<file path="config.mk">
export PLATFORM = sky130hd
export DESIGN_NAME = gpd_port_top
export DESIGN_NICKNAME = d
export VERILOG_FILES = /design/src/design/gpd_pkg.sv /design/src/design/gpd_pin_sync.sv /design/src/design/gpd_port_top.sv
export SDC_FILE = /design/constraint.sdc
export NUM_CORES = 1
export LEC_CHECK = 0
export BUFFER_PORTS_ARGS = -buffer_cell sky130_fd_sc_hd__buf_2
export CAP_MARGIN = 20
export CORE_MARGIN = 8
export CORE_UTILIZATION = 45
export CTS_CLUSTER_DIAMETER = 80
export DETAILED_ROUTE_END_ITERATION = 10
export PLACE_DENSITY = 0.84
export SYNTH_ARGS = -nofsm -noshare
export SYNTH_HDL_FRONTEND = slang
export SYNTH_SLANG_ARGS = --single-unit
export TNS_END_PERCENT = 10
</file>
<file path="constraint.sdc">
create_clock -name aclk -period 2.4 [get_ports aclk]
set_clock_uncertainty 0.2 [all_clocks]
set_input_delay 0.6 -clock aclk [delete_from_list [all_inputs] [get_ports aclk]]
set_output_delay 0.6 -clock aclk [all_outputs]
set_load 0.005 [all_outputs]
</file>
<file path="src/design/gpd_pkg.sv">
// Shared constants for the dual general-purpose port block.
package gpd_pkg;

    // Bus geometry.
    localparam int ADDR_W = 8;
    localparam int DATA_W = 32;

    // Port widths.
    localparam int P7_W   = 3;
    localparam int P8_W   = 4;
    localparam int SYNC_W = P7_W + P8_W + 1;

    // Byte offsets of the registers.
    localparam logic [7:0] OFS_P7_DATA = 8'h00;
    localparam logic [7:0] OFS_P7_DIR  = 8'h04;
    localparam logic [7:0] OFS_P7_PULL = 8'h08;
    localparam logic [7:0] OFS_P8_DATA = 8'h0C;
    localparam logic [7:0] OFS_P8_DIR  = 8'h10;
    localparam logic [7:0] OFS_P8_PULL = 8'h14;
    localparam logic [7:0] OFS_CTRL    = 8'h18;
    localparam logic [7:0] OFS_P7_RMW  = 8'h1C;
    localparam logic [7:0] OFS_P8_RMW  = 8'h20;

    // Control register fields.
    localparam int CTRL_PIN_FLOAT = 0;
    localparam int CTRL_TRIG_ALT  = 1;
    localparam int CTRL_W         = 2;

    // Positions inside the synchroniser vector.
    localparam int SYN_P7_LSB  = 0;
    localparam int SYN_P8_LSB  = P7_W;
    localparam int SYN_ALT_BIT = P7_W + P8_W;

    // Pin positions of the shared functions.
    localparam int PIN_TMR_OUT  = 0;
    localparam int PIN_TMR_IN   = 1;
    localparam int PIN_TRIG_IN  = 3;

    // Values after reset.
    localparam logic [P7_W-1:0]   RST_P7     = 3'h0;
    localparam logic [P8_W-1:0]   RST_P8     = 4'h0;
    localparam logic [CTRL_W-1:0] RST_CTRL   = 2'h0;
    localparam logic [SYNC_W-1:0] RST_SYNC   = 8'h00;

    // Bus answers.
    localparam logic [1:0] RESP_OKAY   = 2'h0;
    localparam logic [1:0] RESP_SLVERR = 2'h2;

endpackage

</file>
<file path="src/design/gpd_pin_sync.sv">
// Three-stage pin synchroniser that accepts a change once stages two and three agree.
`timescale 1ns/1ps
module gpd_pin_sync (
    input  wire logic                      aclk,
    input  wire logic                      aresetn,
    input  wire logic [gpd_pkg::SYNC_W-1:0] raw,
    output logic      [gpd_pkg::SYNC_W-1:0] level
);

    logic [gpd_pkg::SYNC_W-1:0] stage1;
    logic [gpd_pkg::SYNC_W-1:0] stage2;
    logic [gpd_pkg::SYNC_W-1:0] stage3;

    always_ff @(posedge aclk) begin
        if (!aresetn) begin
            stage1 <= gpd_pkg::RST_SYNC;
            stage2 <= gpd_pkg::RST_SYNC;
            stage3 <= gpd_pkg::RST_SYNC;
        end else begin
            stage1 <= raw;
            stage2 <= stage1;
            stage3 <= stage2;
        end
    end

    // The filter looks only at stages two and three, never the metastable first one.
    genvar i;
    generate
        for (i = 0; i < gpd_pkg::SYNC_W; i++) begin : g_bit
            always_ff @(posedge aclk) begin
                if (!aresetn) begin
                    level[i] <= 1'b0;
                end else if (stage2[i] == stage3[i]) begin
                    level[i] <= stage3[i];
                end
            end
        end
    endgenerate

endmodule

</file>
<file path="src/design/gpd_port_top.sv">
// Two general-purpose ports (three and four pins) behind an AXI4-Lite register slave.
// Functional notes
// - Direction bit one makes pin an output
// - Direction bit zero makes pin an input
// - Output pin drives latch; writes reach pin
// - Latch always written; input pins not driven
// - Data read returns latch for outputs
// - Data read returns pin level for inputs
// - Read-modify-write read returns latch always
// - Peripheral output enable replaces latch on pin
// - Peripheral-driven pin reads back actual level
// - Peripheral inputs need direction zero; read level
// - Reset clears all direction bits
// - Pin-float in stop/watch forces high impedance
// - Floated pins gate input to low
// - Port eight pin three keeps input if enabled
// - Pin-float clear keeps pins unchanged in standby
// - Pull-up bit one connects pull-up resistor
// - Pin driving low disconnects its pull-up
// - Three-pin port uses bits two to zero
// - Four-pin port uses bits three to zero
// - Trigger inputs routable to alternate pin
`timescale 1ns/1ps
module gpd_port_top (
    input  wire logic                       aclk,
    input  wire logic                       aresetn,
    input  wire logic                       s_axi_awvalid,
    output logic                            s_axi_awready,
    input  wire logic [gpd_pkg::ADDR_W-1:0] s_axi_awaddr,
    input  wire logic [2:0]                 s_axi_awprot,
    input  wire logic                       s_axi_wvalid,
    output logic                            s_axi_wready,
    input  wire logic [gpd_pkg::DATA_W-1:0] s_axi_wdata,
    input  wire logic [3:0]                 s_axi_wstrb,
    output logic                            s_axi_bvalid,
    input  wire logic                       s_axi_bready,
    output logic      [1:0]                 s_axi_bresp,
    input  wire logic                       s_axi_arvalid,
    output logic                            s_axi_arready,
    input  wire logic [gpd_pkg::ADDR_W-1:0] s_axi_araddr,
    input  wire logic [2:0]                 s_axi_arprot,
    output logic                            s_axi_rvalid,
    input  wire logic                       s_axi_rready,
    output logic      [gpd_pkg::DATA_W-1:0] s_axi_rdata,
    output logic      [1:0]                 s_axi_rresp,
    input  wire logic [gpd_pkg::P7_W-1:0]   p7_pin_in,
    output logic      [gpd_pkg::P7_W-1:0]   p7_pin_out,
    output logic      [gpd_pkg::P7_W-1:0]   p7_pin_oe,
    output logic      [gpd_pkg::P7_W-1:0]   p7_pullup_on,
    input  wire logic [gpd_pkg::P8_W-1:0]   p8_pin_in,
    output logic      [gpd_pkg::P8_W-1:0]   p8_pin_out,
    output logic      [gpd_pkg::P8_W-1:0]   p8_pin_oe,
    output logic      [gpd_pkg::P8_W-1:0]   p8_pullup_on,
    input  wire logic                       alternate_trigger_pin,
    input  wire logic                       stop_mode,
    input  wire logic                       watch_mode,
    input  wire logic                       p83_irq_input_enabled,
    input  wire logic                       reload_timer_output,
    input  wire logic                       reload_timer_output_en,
    output logic                            reload_timer_input,
    output logic                            ppg_timer_trigger_in,
    output logic                            converter_trigger_in
);

    localparam int P7W = gpd_pkg::P7_W;
    localparam int P8W = gpd_pkg::P8_W;

    logic [P7W-1:0]             port_seven_data_latch;
    logic [P7W-1:0]             port_seven_direction;
    logic [P7W-1:0]             port_seven_pullup_enable;
    logic [P8W-1:0]             port_eight_data_latch;
    logic [P8W-1:0]             port_eight_direction;
    logic [P8W-1:0]             port_eight_pullup_enable;
    logic [gpd_pkg::CTRL_W-1:0] ctrl;

    logic [gpd_pkg::ADDR_W-1:0] wr_addr;
    logic [7:0]                 wr_byte;
    logic                       wr_lane;
    logic                       wr_go;
    logic                       wr_hit;

    logic [gpd_pkg::SYNC_W-1:0] pin_level;
    logic [P7W-1:0]             p7_level;
    logic [P8W-1:0]             p8_level;
    logic [P7W-1:0]             p7_gated;
    logic [P8W-1:0]             p8_gated;
    logic [P7W-1:0]             p7_periph;
    logic [P7W-1:0]             p7_rd;
    logic [P8W-1:0]             p8_rd;
    logic                       float_now;
    logic                       p83_keep;
    logic [P7W-1:0]             next_p7_out;
    logic [P7W-1:0]             next_p7_oe;
    logic [P8W-1:0]             next_p8_out;
    logic [P8W-1:0]             next_p8_oe;

    gpd_pin_sync u_sync (
        .aclk    (aclk),
        .aresetn (aresetn),
        .raw     ({alternate_trigger_pin, p8_pin_in, p7_pin_in}),
        .level   (pin_level)
    );

    assign p7_level = pin_level[gpd_pkg::SYN_P7_LSB +: P7W];
    assign p8_level = pin_level[gpd_pkg::SYN_P8_LSB +: P8W];
    assign float_now = ctrl[gpd_pkg::CTRL_PIN_FLOAT] & (stop_mode | watch_mode);
    assign p83_keep = p83_irq_input_enabled;
    assign p7_gated = float_now ? '0 : p7_level;
    always_comb begin
        p8_gated = float_now ? '0 : p8_level;
        if (float_now && p83_keep) begin
            p8_gated[gpd_pkg::PIN_TRIG_IN] = p8_level[gpd_pkg::PIN_TRIG_IN];
        end
    end

    // Only pin zero of the three-pin port carries a peripheral output.
    assign p7_periph = P7W'(reload_timer_output_en) << gpd_pkg::PIN_TMR_OUT;

    assign p7_rd = (port_seven_direction & ~p7_periph & port_seven_data_latch)
                 | (~(port_seven_direction & ~p7_periph) & p7_gated);
    assign p8_rd = (port_eight_direction & port_eight_data_latch)
                 | (~port_eight_direction & p8_gated);

    always_comb begin
        next_p7_out = port_seven_data_latch;
        next_p7_oe  = port_seven_direction;
        if (reload_timer_output_en) begin
            next_p7_out[gpd_pkg::PIN_TMR_OUT] = reload_timer_output;
            next_p7_oe[gpd_pkg::PIN_TMR_OUT]  = 1'b1;
        end
        next_p8_out = port_eight_data_latch;
        next_p8_oe  = port_eight_direction;
        if (float_now) begin
            next_p7_oe = '0;
            next_p8_oe = '0;
        end
    end

    always_ff @(posedge aclk) begin
        if (!aresetn) begin
            p7_pin_out <= gpd_pkg::RST_P7;
            p7_pin_oe  <= gpd_pkg::RST_P7;
            p8_pin_out <= gpd_pkg::RST_P8;
            p8_pin_oe  <= gpd_pkg::RST_P8;
        end else begin
            p7_pin_out <= next_p7_out;
            p7_pin_oe  <= next_p7_oe;
            p8_pin_out <= next_p8_out;
            p8_pin_oe  <= next_p8_oe;
        end
    end

    always_ff @(posedge aclk) begin
        if (!aresetn) begin
            p7_pullup_on <= gpd_pkg::RST_P7;
            p8_pullup_on <= gpd_pkg::RST_P8;
        end else begin
            p7_pullup_on <= port_seven_pullup_enable & ~(next_p7_oe & ~next_p7_out);
            p8_pullup_on <= port_eight_pullup_enable & ~(next_p8_oe & ~next_p8_out);
        end
    end

    always_ff @(posedge aclk) begin
        if (!aresetn) begin
            reload_timer_input   <= 1'b0;
            ppg_timer_trigger_in <= 1'b0;
            converter_trigger_in <= 1'b0;
        end else begin
            reload_timer_input <= p7_gated[gpd_pkg::PIN_TMR_IN];
            if (ctrl[gpd_pkg::CTRL_TRIG_ALT]) begin
                ppg_timer_trigger_in <= pin_level[gpd_pkg::SYN_ALT_BIT];
                converter_trigger_in <= pin_level[gpd_pkg::SYN_ALT_BIT];
            end else begin
                ppg_timer_trigger_in <= p8_gated[gpd_pkg::PIN_TRIG_IN];
                converter_trigger_in <= p8_gated[gpd_pkg::PIN_TRIG_IN];
            end
        end
    end

    // Write address and data are taken independently; the write lands one cycle
    // after both are held, and the response follows in the same edge.
    always_ff @(posedge aclk) begin
        if (!aresetn) begin
            s_axi_awready <= 1'b1;
            wr_addr       <= '0;
        end else if (s_axi_awvalid && s_axi_awready) begin
            s_axi_awready <= 1'b0;
            wr_addr       <= s_axi_awaddr;
        end else if (s_axi_bvalid && s_axi_bready) begin
            s_axi_awready <= 1'b1;
        end
    end

    always_ff @(posedge aclk) begin
        if (!aresetn) begin
            s_axi_wready <= 1'b1;
            wr_byte      <= 8'h00;
            wr_lane      <= 1'b0;
        end else if (s_axi_wvalid && s_axi_wready) begin
            s_axi_wready <= 1'b0;
            wr_byte      <= s_axi_wdata[7:0];
            wr_lane      <= s_axi_wstrb[0];
        end else if (s_axi_bvalid && s_axi_bready) begin
            s_axi_wready <= 1'b1;
        end
    end

    assign wr_go  = !s_axi_awready && !s_axi_wready && !s_axi_bvalid;
    // The map is a dense run of aligned words, so a range test replaces nine compares.
    assign wr_hit = (wr_addr <= gpd_pkg::OFS_P8_RMW) && (wr_addr[1:0] == 2'h0);
    always_ff @(posedge aclk) begin
        if (!aresetn) begin
            s_axi_bvalid <= 1'b0;
            s_axi_bresp  <= gpd_pkg::RESP_OKAY;
        end else if (wr_go) begin
            s_axi_bvalid <= 1'b1;
            s_axi_bresp  <= wr_hit ? gpd_pkg::RESP_OKAY : gpd_pkg::RESP_SLVERR;
        end else if (s_axi_bready) begin
            s_axi_bvalid <= 1'b0;
        end
    end

    // three-pin port bits two to zero
    // four-pin port bits three to zero
    // The read-modify-write alias writes the same latch as the plain data address.
    always_ff @(posedge aclk) begin
        if (!aresetn) begin
            port_seven_data_latch <= gpd_pkg::RST_P7;
            port_eight_data_latch <= gpd_pkg::RST_P8;
        end else if (wr_go && wr_lane) begin
            if (wr_addr == gpd_pkg::OFS_P7_DATA || wr_addr == gpd_pkg::OFS_P7_RMW) begin
                port_seven_data_latch <= wr_byte[P7W-1:0];
            end else if (wr_addr == gpd_pkg::OFS_P8_DATA || wr_addr == gpd_pkg::OFS_P8_RMW) begin
                port_eight_data_latch <= wr_byte[P8W-1:0];
            end
        end
    end

    always_ff @(posedge aclk) begin
        if (!aresetn) begin
            port_seven_direction <= gpd_pkg::RST_P7;
            port_eight_direction <= gpd_pkg::RST_P8;
        end else if (wr_go && wr_lane) begin
            if (wr_addr == gpd_pkg::OFS_P7_DIR) begin
                port_seven_direction <= wr_byte[P7W-1:0];
            end else if (wr_addr == gpd_pkg::OFS_P8_DIR) begin
                port_eight_direction <= wr_byte[P8W-1:0];
            end
        end
    end

    always_ff @(posedge aclk) begin
        if (!aresetn) begin
            port_seven_pullup_enable <= gpd_pkg::RST_P7;
            port_eight_pullup_enable <= gpd_pkg::RST_P8;
            ctrl                     <= gpd_pkg::RST_CTRL;
        end else if (wr_go && wr_lane) begin
            if (wr_addr == gpd_pkg::OFS_P7_PULL) begin
                port_seven_pullup_enable <= wr_byte[P7W-1:0];
            end else if (wr_addr == gpd_pkg::OFS_P8_PULL) begin
                port_eight_pullup_enable <= wr_byte[P8W-1:0];
            end else if (wr_addr == gpd_pkg::OFS_CTRL) begin
                ctrl <= wr_byte[gpd_pkg::CTRL_W-1:0];
            end
        end
    end

    // alias returns latch contents
    // Read data are captured at the address handshake, so a pin change after that
    // edge is not seen by the pending read.
    always_ff @(posedge aclk) begin
        if (!aresetn) begin
            s_axi_arready <= 1'b1;
            s_axi_rvalid  <= 1'b0;
            s_axi_rdata   <= '0;
            s_axi_rresp   <= gpd_pkg::RESP_OKAY;
        end else if (s_axi_arvalid && s_axi_arready) begin
            s_axi_arready <= 1'b0;
            s_axi_rvalid  <= 1'b1;
            s_axi_rdata   <= '0;
            s_axi_rresp   <= gpd_pkg::RESP_OKAY;
            if (s_axi_araddr == gpd_pkg::OFS_P7_DATA) begin
                s_axi_rdata[P7W-1:0] <= p7_rd;
            end else if (s_axi_araddr == gpd_pkg::OFS_P7_DIR) begin
                s_axi_rdata[P7W-1:0] <= port_seven_direction;
            end else if (s_axi_araddr == gpd_pkg::OFS_P7_PULL) begin
                s_axi_rdata[P7W-1:0] <= port_seven_pullup_enable;
            end else if (s_axi_araddr == gpd_pkg::OFS_P8_DATA) begin
                s_axi_rdata[P8W-1:0] <= p8_rd;
            end else if (s_axi_araddr == gpd_pkg::OFS_P8_DIR) begin
                s_axi_rdata[P8W-1:0] <= port_eight_direction;
            end else if (s_axi_araddr == gpd_pkg::OFS_P8_PULL) begin
                s_axi_rdata[P8W-1:0] <= port_eight_pullup_enable;
            end else if (s_axi_araddr == gpd_pkg::OFS_CTRL) begin
                s_axi_rdata[gpd_pkg::CTRL_W-1:0] <= ctrl;
            end else if (s_axi_araddr == gpd_pkg::OFS_P7_RMW) begin
                s_axi_rdata[P7W-1:0] <= port_seven_data_latch;
            end else if (s_axi_araddr == gpd_pkg::OFS_P8_RMW) begin
                s_axi_rdata[P8W-1:0] <= port_eight_data_latch;
            end else begin
                s_axi_rresp <= gpd_pkg::RESP_SLVERR;
            end
        end else if (s_axi_rvalid && s_axi_rready) begin
            s_axi_rvalid  <= 1'b0;
            s_axi_arready <= 1'b1;
        end
    end
endmodule

</file>
== After elaboration in Yosys (flattened, before gate mapping) ==
Cells that the tools add are included.

* $lt $le $gt $ge: 1
* Eq/ne operators: 24
* Muxes and demuxes: 41
* Bitwise operators: 24
* Reduce and logical (&&, ||, !) cells: 29

{| class="wikitable"
|+ Operators with widths
! cell !! count
|-
| 8-bit by 5-bit equality test with 1-bit output, second input constant || 8
|-
| 8-bit by 4-bit equality test with 1-bit output, second input constant || 4
|-
| 2-bit two-way mux || 12
|-
| 4-bit two-way mux || 6
|-
| 3-bit two-way mux || 6
|-
| 1-bit two-way mux || 17
|-
| 4-bit bitwise AND || 4
|-
| 8-bit by 3-bit equality test with 1-bit output, second input constant || 2
|-
| 8-bit by 6-bit equality test with 1-bit output, second input constant || 2
|-
| 8-bit logical NOT || 2
|-
| 3-bit bitwise AND || 5
|-
| 4-bit inverter || 3
|-
| 1-bit logical AND || 10
|-
| 3-bit inverter || 3
|-
| 3-bit AND reduction || 3
|-
| 1-bit equality test || 8
|-
| 8-bit by 6-bit <= comparator with 1-bit output, second input constant || 1
|-
| 2-bit nonzero test || 4
|-
| 2-bit AND reduction || 3
|-
| 1-bit inverter || 4
|-
| 4-bit OR || 1
|-
| 4-bit AND reduction || 1
|-
| 1-bit logical NOT || 3
|-
| 1-bit inverter with 3-bit output || 1
|-
| other kinds (5) || 6
|}

* Flip-flop bits (word level): 104
* Input port bits: 78
* Output and inout port bits: 65
* Logic and storage cells: 156

== Depth between registers and ports, before layout ==
* Depth in word-level cells: 10
* Mapped depth: 7
* Gate-level depth less buffers: 5

== By module ==
Synthesis repeated with hierarchy kept, for this count alone.

* Cells, all modules: 462
* Area total of the unflattened synthesis: 4281.6 um^2

{| class="wikitable"
|+ By module, submodules not included
! module !! instances !! cells an instance !! area an instance (um^2) !! seq. area each (um^2)
|-
| gpd_port_top || 1 || 379 || 3320.7 || 1401.3
|-
| gpd_pin_sync || 1 || 83 || 960.9 || 640.6
|}

== Worst setup path after synthesis ==
Ideal clock, no wire load.

* Path kind: input port to flip-flop
* Start point: in s_axi_araddr[1] (netlist name)
* End point: reg s_axi_rdata[2] (netlist name)
* Setup time: 0.125 ns
* Data arrival time: 1.998 ns
* Data required time: 2.075 ns
* Slack: 0.077 ns
* Stages: 6
* Path buffers: 1
* Cells stage by stage: or4_1 > clkbuf_1 > or3_1 > a221o_1 > nor2_1 > o41ai_1

* Word-level cells in the longest chain between the ends: 10
* Elaborated cells on any way between the ends: 18
* Those cells by class: 8 x eq/ne; 9 x mux; 1 x reduce/logical

{| class="wikitable"
|+ RTL lines
! item !! line !! RTL
|-
| start, declared || gpd_port_top.sv:40 || <nowiki>input wire logic [gpd_pkg::ADDR_W-1:0] s_axi_araddr,</nowiki>
|-
| 8-bit by 6-bit equality test with 1-bit output || gpd_port_top.sv:298 || <nowiki>end else if (s_axi_araddr == gpd_pkg::OFS_P8_RMW) begin</nowiki>
|-
| 4-bit two-way mux || gpd_port_top.sv:298 ||
|-
| 3-bit two-way mux || gpd_port_top.sv:296 || <nowiki>end else if (s_axi_araddr == gpd_pkg::OFS_P7_RMW) begin</nowiki>
|-
| 2-bit two-way mux || gpd_port_top.sv:294 || <nowiki>end else if (s_axi_araddr == gpd_pkg::OFS_CTRL) begin</nowiki>
|-
| 4-bit two-way mux || gpd_port_top.sv:292 || <nowiki>end else if (s_axi_araddr == gpd_pkg::OFS_P8_PULL) begin</nowiki>
|-
| 4-bit two-way mux || gpd_port_top.sv:290 || <nowiki>end else if (s_axi_araddr == gpd_pkg::OFS_P8_DIR) begin</nowiki>
|-
| 4-bit two-way mux || gpd_port_top.sv:288 || <nowiki>end else if (s_axi_araddr == gpd_pkg::OFS_P8_DATA) begin</nowiki>
|-
| 3-bit two-way mux || gpd_port_top.sv:286 || <nowiki>end else if (s_axi_araddr == gpd_pkg::OFS_P7_PULL) begin</nowiki>
|-
| 3-bit two-way mux || gpd_port_top.sv:284 || <nowiki>end else if (s_axi_araddr == gpd_pkg::OFS_P7_DIR) begin</nowiki>
|-
| 3-bit two-way mux * || gpd_port_top.sv:282 || <nowiki>if (s_axi_araddr == gpd_pkg::OFS_P7_DATA) begin</nowiki>
|-
| end signal, assigned by index || gpd_port_top.sv:283 || <nowiki>s_axi_rdata[P7W-1:0] <= p7_rd;</nowiki>
|-
| end signal, assigned by index || gpd_port_top.sv:285 || <nowiki>s_axi_rdata[P7W-1:0] <= port_seven_direction;</nowiki>
|-
| end signal, assigned by index || gpd_port_top.sv:287 || <nowiki>s_axi_rdata[P7W-1:0] <= port_seven_pullup_enable;</nowiki>
|-
| end, declared || gpd_port_top.sv:44 || <nowiki>output logic [gpd_pkg::DATA_W-1:0] s_axi_rdata,</nowiki>
|}

Mark *: on every way between the ends. The rest lies on a longest branch, timed or not.
A chain may end at the register's enable or synchronous reset.

== Final worst setup path ==
* Start point: reg s_axi_bvalid
* End point: reg port_eight_pullup_enable[3]

* Word-level cells in the longest chain between the ends: 4

{| class="wikitable"
|+ RTL lines
! item !! line !! RTL
|-
| start, declared || gpd_port_top.sv:35 || <nowiki>output logic s_axi_bvalid,</nowiki>
|-
| start signal, assigned || gpd_port_top.sv:213 || <nowiki>s_axi_bvalid <= 1'b0;</nowiki>
|-
| start signal, assigned || gpd_port_top.sv:216 || <nowiki>s_axi_bvalid <= 1'b1;</nowiki>
|-
| start signal, assigned || gpd_port_top.sv:219 || <nowiki>s_axi_bvalid <= 1'b0;</nowiki>
|-
| 1-bit logical NOT || gpd_port_top.sv:208 || <nowiki>assign wr_go = !s_axi_awready && !s_axi_wready && !s_axi_bvalid;</nowiki>
|-
| 1-bit logical AND || gpd_port_top.sv:208 ||
|-
| 1-bit logical AND || gpd_port_top.sv:257 || <nowiki>end else if (wr_go && wr_lane) begin</nowiki>
|-
| 3-bit AND reduction (no source line) || - ||
|-
| end signal, assigned || gpd_port_top.sv:255 || <nowiki>port_eight_pullup_enable <= gpd_pkg::RST_P8;</nowiki>
|-
| end signal, assigned || gpd_port_top.sv:261 || <nowiki>port_eight_pullup_enable <= wr_byte[P8W-1:0];</nowiki>
|-
| end, declared || gpd_port_top.sv:73 || <nowiki>logic [P8W-1:0] port_eight_pullup_enable;</nowiki>
|}

Every way passes these cells.

==> summary.md <==
| Metric | Value |
|---|---|
| CP Data Arrival Time | `2290 ps` |
| Dpl hpwl | `7170 um` |
| Initial antenna violation count | `0` |
| Post-placement setup slack | `-66.3 ps` |
| Root buffer cell | `clkbuf_8` |
| Hold WC Path Type | `primary input to register` |
| Core area | `between 0.009 and 0.01 mm^2` |
| YS warnings | `0` |
| Vias in the first global route | `3316` |
| Largest family of logic cells by synthesized area | `simple AND/OR/NAND/NOR gates` |
| Synthesized area | `between 0.004 and 0.005 mm^2` |
| Compound-Gate Fraction of Synth Area | `0.141` |
| Worst skew pair latency | `370 ps` |
| CP bufs+invs | `0` |
| Leak Pwr | `2.15 nW` |
| Num rows | `35` |
| Run status | `finished, final reports clean` |
| DR vias/cell | `around 5.1` |
| Pwr/cell area | `approximately 660 mW/mm^2` |
| Kind of end point of the critical path | `register` |
| First-pass GRT wire length | `15800 um` |
| Antenna cells | `0` |
| Synth unique cells | `46` |
| H-tree depth | `3` |
| Crit Path Class | `register to register` |
| Endpoints failing hold | `0` |
| Number of setup violations in the final report | `0` |
| Area share of and/or/nand/nor cells after synthesis | `0.226` |
| Flop pwr share | `0.552` |
| IO Pins | `approximately 140` |
| Clock sink total | `102` |
| Clock buffer depth | `2` |
| Mux share of post-synthesis cell area | `0.0592` |
| Worst stage delay on the critical path | `460 ps` |
| Mapped Cells | `461` |
| Drt first pass iters | `4` |
| Slowest CP cell | `or3_1` |
| Most common cell after layout, fill and taps aside | `dfxtp_1` |
| Total Wirelength | `9730 um` |
| Sw frac | `0.239` |
| Peak supply drop | `~0.00035 V` |
| XOR/XNOR share of the synthesized area | `0` |
| Crit Path Max Fanout | `6` |
| Die area | `0.0128 mm^2` |
| Layout overhead on the synthesized area | `14.4%` |
| Minimum clock period | `2230 ps` |
| Adder-cell share of the synthesized area | `0` |
| Max cap viols | `0` |
| Period utilisation layout | `0.929` |
| PnR worst setup slack | `170 ps` |
| Post-CTS setup buffer count | `0` |
| Total gr overflow | `0` |
| Buffers on Ports | `75` |
| Psw | `0.000766 W` |
| Register area share after synthesis | `0.483` |
| Int Power | `0.00243 W` |
| Die Ht | `113 um` |
| Seq cells post-synth | `102` |
| DR vias | `3265` |
| Mean post-synth cell area | `9.17 um^2` |
| Logic pwr share | `0.069` |
| WL/cell | `15.1 um` |
| DP Area | `~0.0046 mm^2` |
| Residual DRC | `0` |
| Data required, critical path | `approximately 2500 ps` |
| Most frequent cells in the layout | `dfxtp_1, buf_2, nand2_1, and2_1` |
| CTS tree | `built` |
| Fmax | `449 MHz` |
| Max-slew violation count | `0` |
| Post-CTS sizing | `0` |
| Clock power frac | `0.379` |
| Fill cell count | `roughly 840` |
| Min Hold Slack | `235 ps` |
| CTS clk-pin slew, worst paths | `roughly 100 ps` |
| Pin count of the biggest net entering global routing | `43` |
| Num CTS Buffers | `9` |
| Detail Route Antenna Nets | `0` |
| Hold_buf cts | `0` |
| Gr usage total | `0.152` |
| Nature of the critical path startpoint | `register` |
| CP Cell Sequence | `or3_1 > nor4_4 > and4b_1 > mux2i_1 > nor2b_1` |
| Initial Util | `0.460` |
| DIE WIDTH | `113 um` |
| Final instance area | `0.00484 mm^2` |
| Setup TNS Final | `0 ps` |
| Routability cong. | `0.852` |
| Layout cells sized above 1 | `0.194` |
| RSZ-0062 raised after global routing | `false` |
| Drt initial violations | `approximately 320` |
| Final total power | `roughly 0.0032 W` |
| CP top delay family | `simple AND/OR/NAND/NOR gates` |
| Nets | `608` |
## metrics by stage
stage / cells / utilization
global placement: 630 / 0.501
detailed placement: 630 / 0.501
CTS: 646 / 0.526
floorplan: 490 / -
finish: 646 / 0.526
global route: 646 / 0.526
## worst paths after layout
| path | from | endpoint | slack, ps | depth (start not counted) |
|---|---|---|---|---|
| max reg2reg | s_axi_bvalid | port_eight_pullup_enable[3] | 170 | 5 |
| min | p7_pin_in[1] | u_sync.stage1[1] | 240 | 2 |
| max | s_axi_bvalid | port_eight_pullup_enable[3] | 170 | 5 |
| min reg2reg | u_sync.stage1[3] | u_sync.stage2[3] | 240 | 1 |
## cell families after synthesis
| logic type | after synthesis |
|---|---|
| AOI/OAI and AO/OA | 90 |
| buffers and inverters | 71 |
| DFF | 102 |
| muxes | 25 |
| other | 1 |
| and+or+nand+nor | 172 |
## layout make-up
class | count | area [um^2] | share of cell area
Multi-Input combinational cell | 317 | 1910 | 0.395
Tap cell | 111 | 139 | 0.0287
Clock buffer | 9 | 124 | 0.0256
Sequential cell | 102 | 2040 | 0.422
Timing Repair Buffer | 85 | 463 | 0.0957
Inverter | 15 | 56.3 | 0.0116
Clock inverter | 7 | 103 | 0.0212
## synth_stat cells, drive strengths merged
| library cell | n | area, um^2 |
|---|---|---|
| dfxtp | 102 | 2040 |
| nand2 | 53 | 199 |
| and2 | 32 | 200 |
| buf | 32 | 238 |
| nor2b | 30 | 188 |
| mux2i | 25 | 250 |
| a21boi | 24 | 180 |
| clkbuf | 24 | 90.1 |
| o21ai | 23 | 115 |
| inv | 14 | 52.6 |
| a21oi | 12 | 60.1 |
| nand3 | 10 | 50.1 |
| a31oi | 9 | 56.3 |
| and3 | 9 | 56.3 |
| nand2b | 7 | 43.8 |
| nor2 | 6 | 22.5 |
| nor3 | 5 | 25.0 |
| a22o | 3 | 26.3 |
| and4b | 3 | 30.0 |
| nor3b | 3 | 22.5 |
| nor4 | 3 | 33.8 |
| o22ai | 3 | 18.8 |
| or3 | 3 | 18.8 |
| a21o | 2 | 15.0 |
| a221oi | 2 | 17.5 |
| a22oi | 2 | 15.0 |
| nand4 | 2 | 12.5 |
| nand4b | 2 | 17.5 |
| or4 | 2 | 18.8 |
| a211o | 1 | 8.76 |
| a221o | 1 | 10.0 |
| a222oi | 1 | 10.0 |
| a31o | 1 | 8.76 |
| a32o | 1 | 10.0 |
| and3b | 1 | 8.76 |
| clkinv | 1 | 3.75 |
| conb | 1 | 3.75 |
| nand3b | 1 | 7.51 |
| o2111ai | 1 | 8.76 |
| o211a | 1 | 10.0 |
| o211ai | 1 | 7.51 |
| o31ai | 1 | 7.51 |
| o41ai | 1 | 8.76 |
## sequential cells by signal, summed over array words and instances, names as in the netlist, 4 cells and up
register,cells
next_p8_out,4
p8_pin_oe,4
p8_pin_out,4
p8_pullup_on,4
port_eight_direction,4
port_eight_pullup_enable,4
s_axi_rdata,4
u_sync.level,8
u_sync.stage1,8
u_sync.stage2,8
u_sync.stage3,8
wr_addr,8
wr_byte,4
## power by group through the flow
stage / Clock [W] / Combinational, W / Sequential (W)
CTS: 0.00124 / 0.000219 / 0.00177
floorplan: 0 / 0.000178 / 0.00179
global placement: 0 / 0.000213 / 0.00180
finish: 0.00121 / 0.000220 / 0.00177
detailed placement: 0 / 0.000219 / 0.00181
global route: 0.00131 / 0.000249 / 0.00177
## metal layers
| layer | global-route usage | vias up | wire (um) |
|---|---|---|---|
| li1 | - | 1649 | - |
| met1 | 0.182 | 1497 | 4220 |
| met4 | 0.0515 | 0 | 125 |
| met5 | 0 | - | 0 |
| met3 | 0.0426 | 14 | 697 |
| met2 | 0.256 | 105 | 4690 |
No activity file was read; power rests on OpenSTA's default activity.
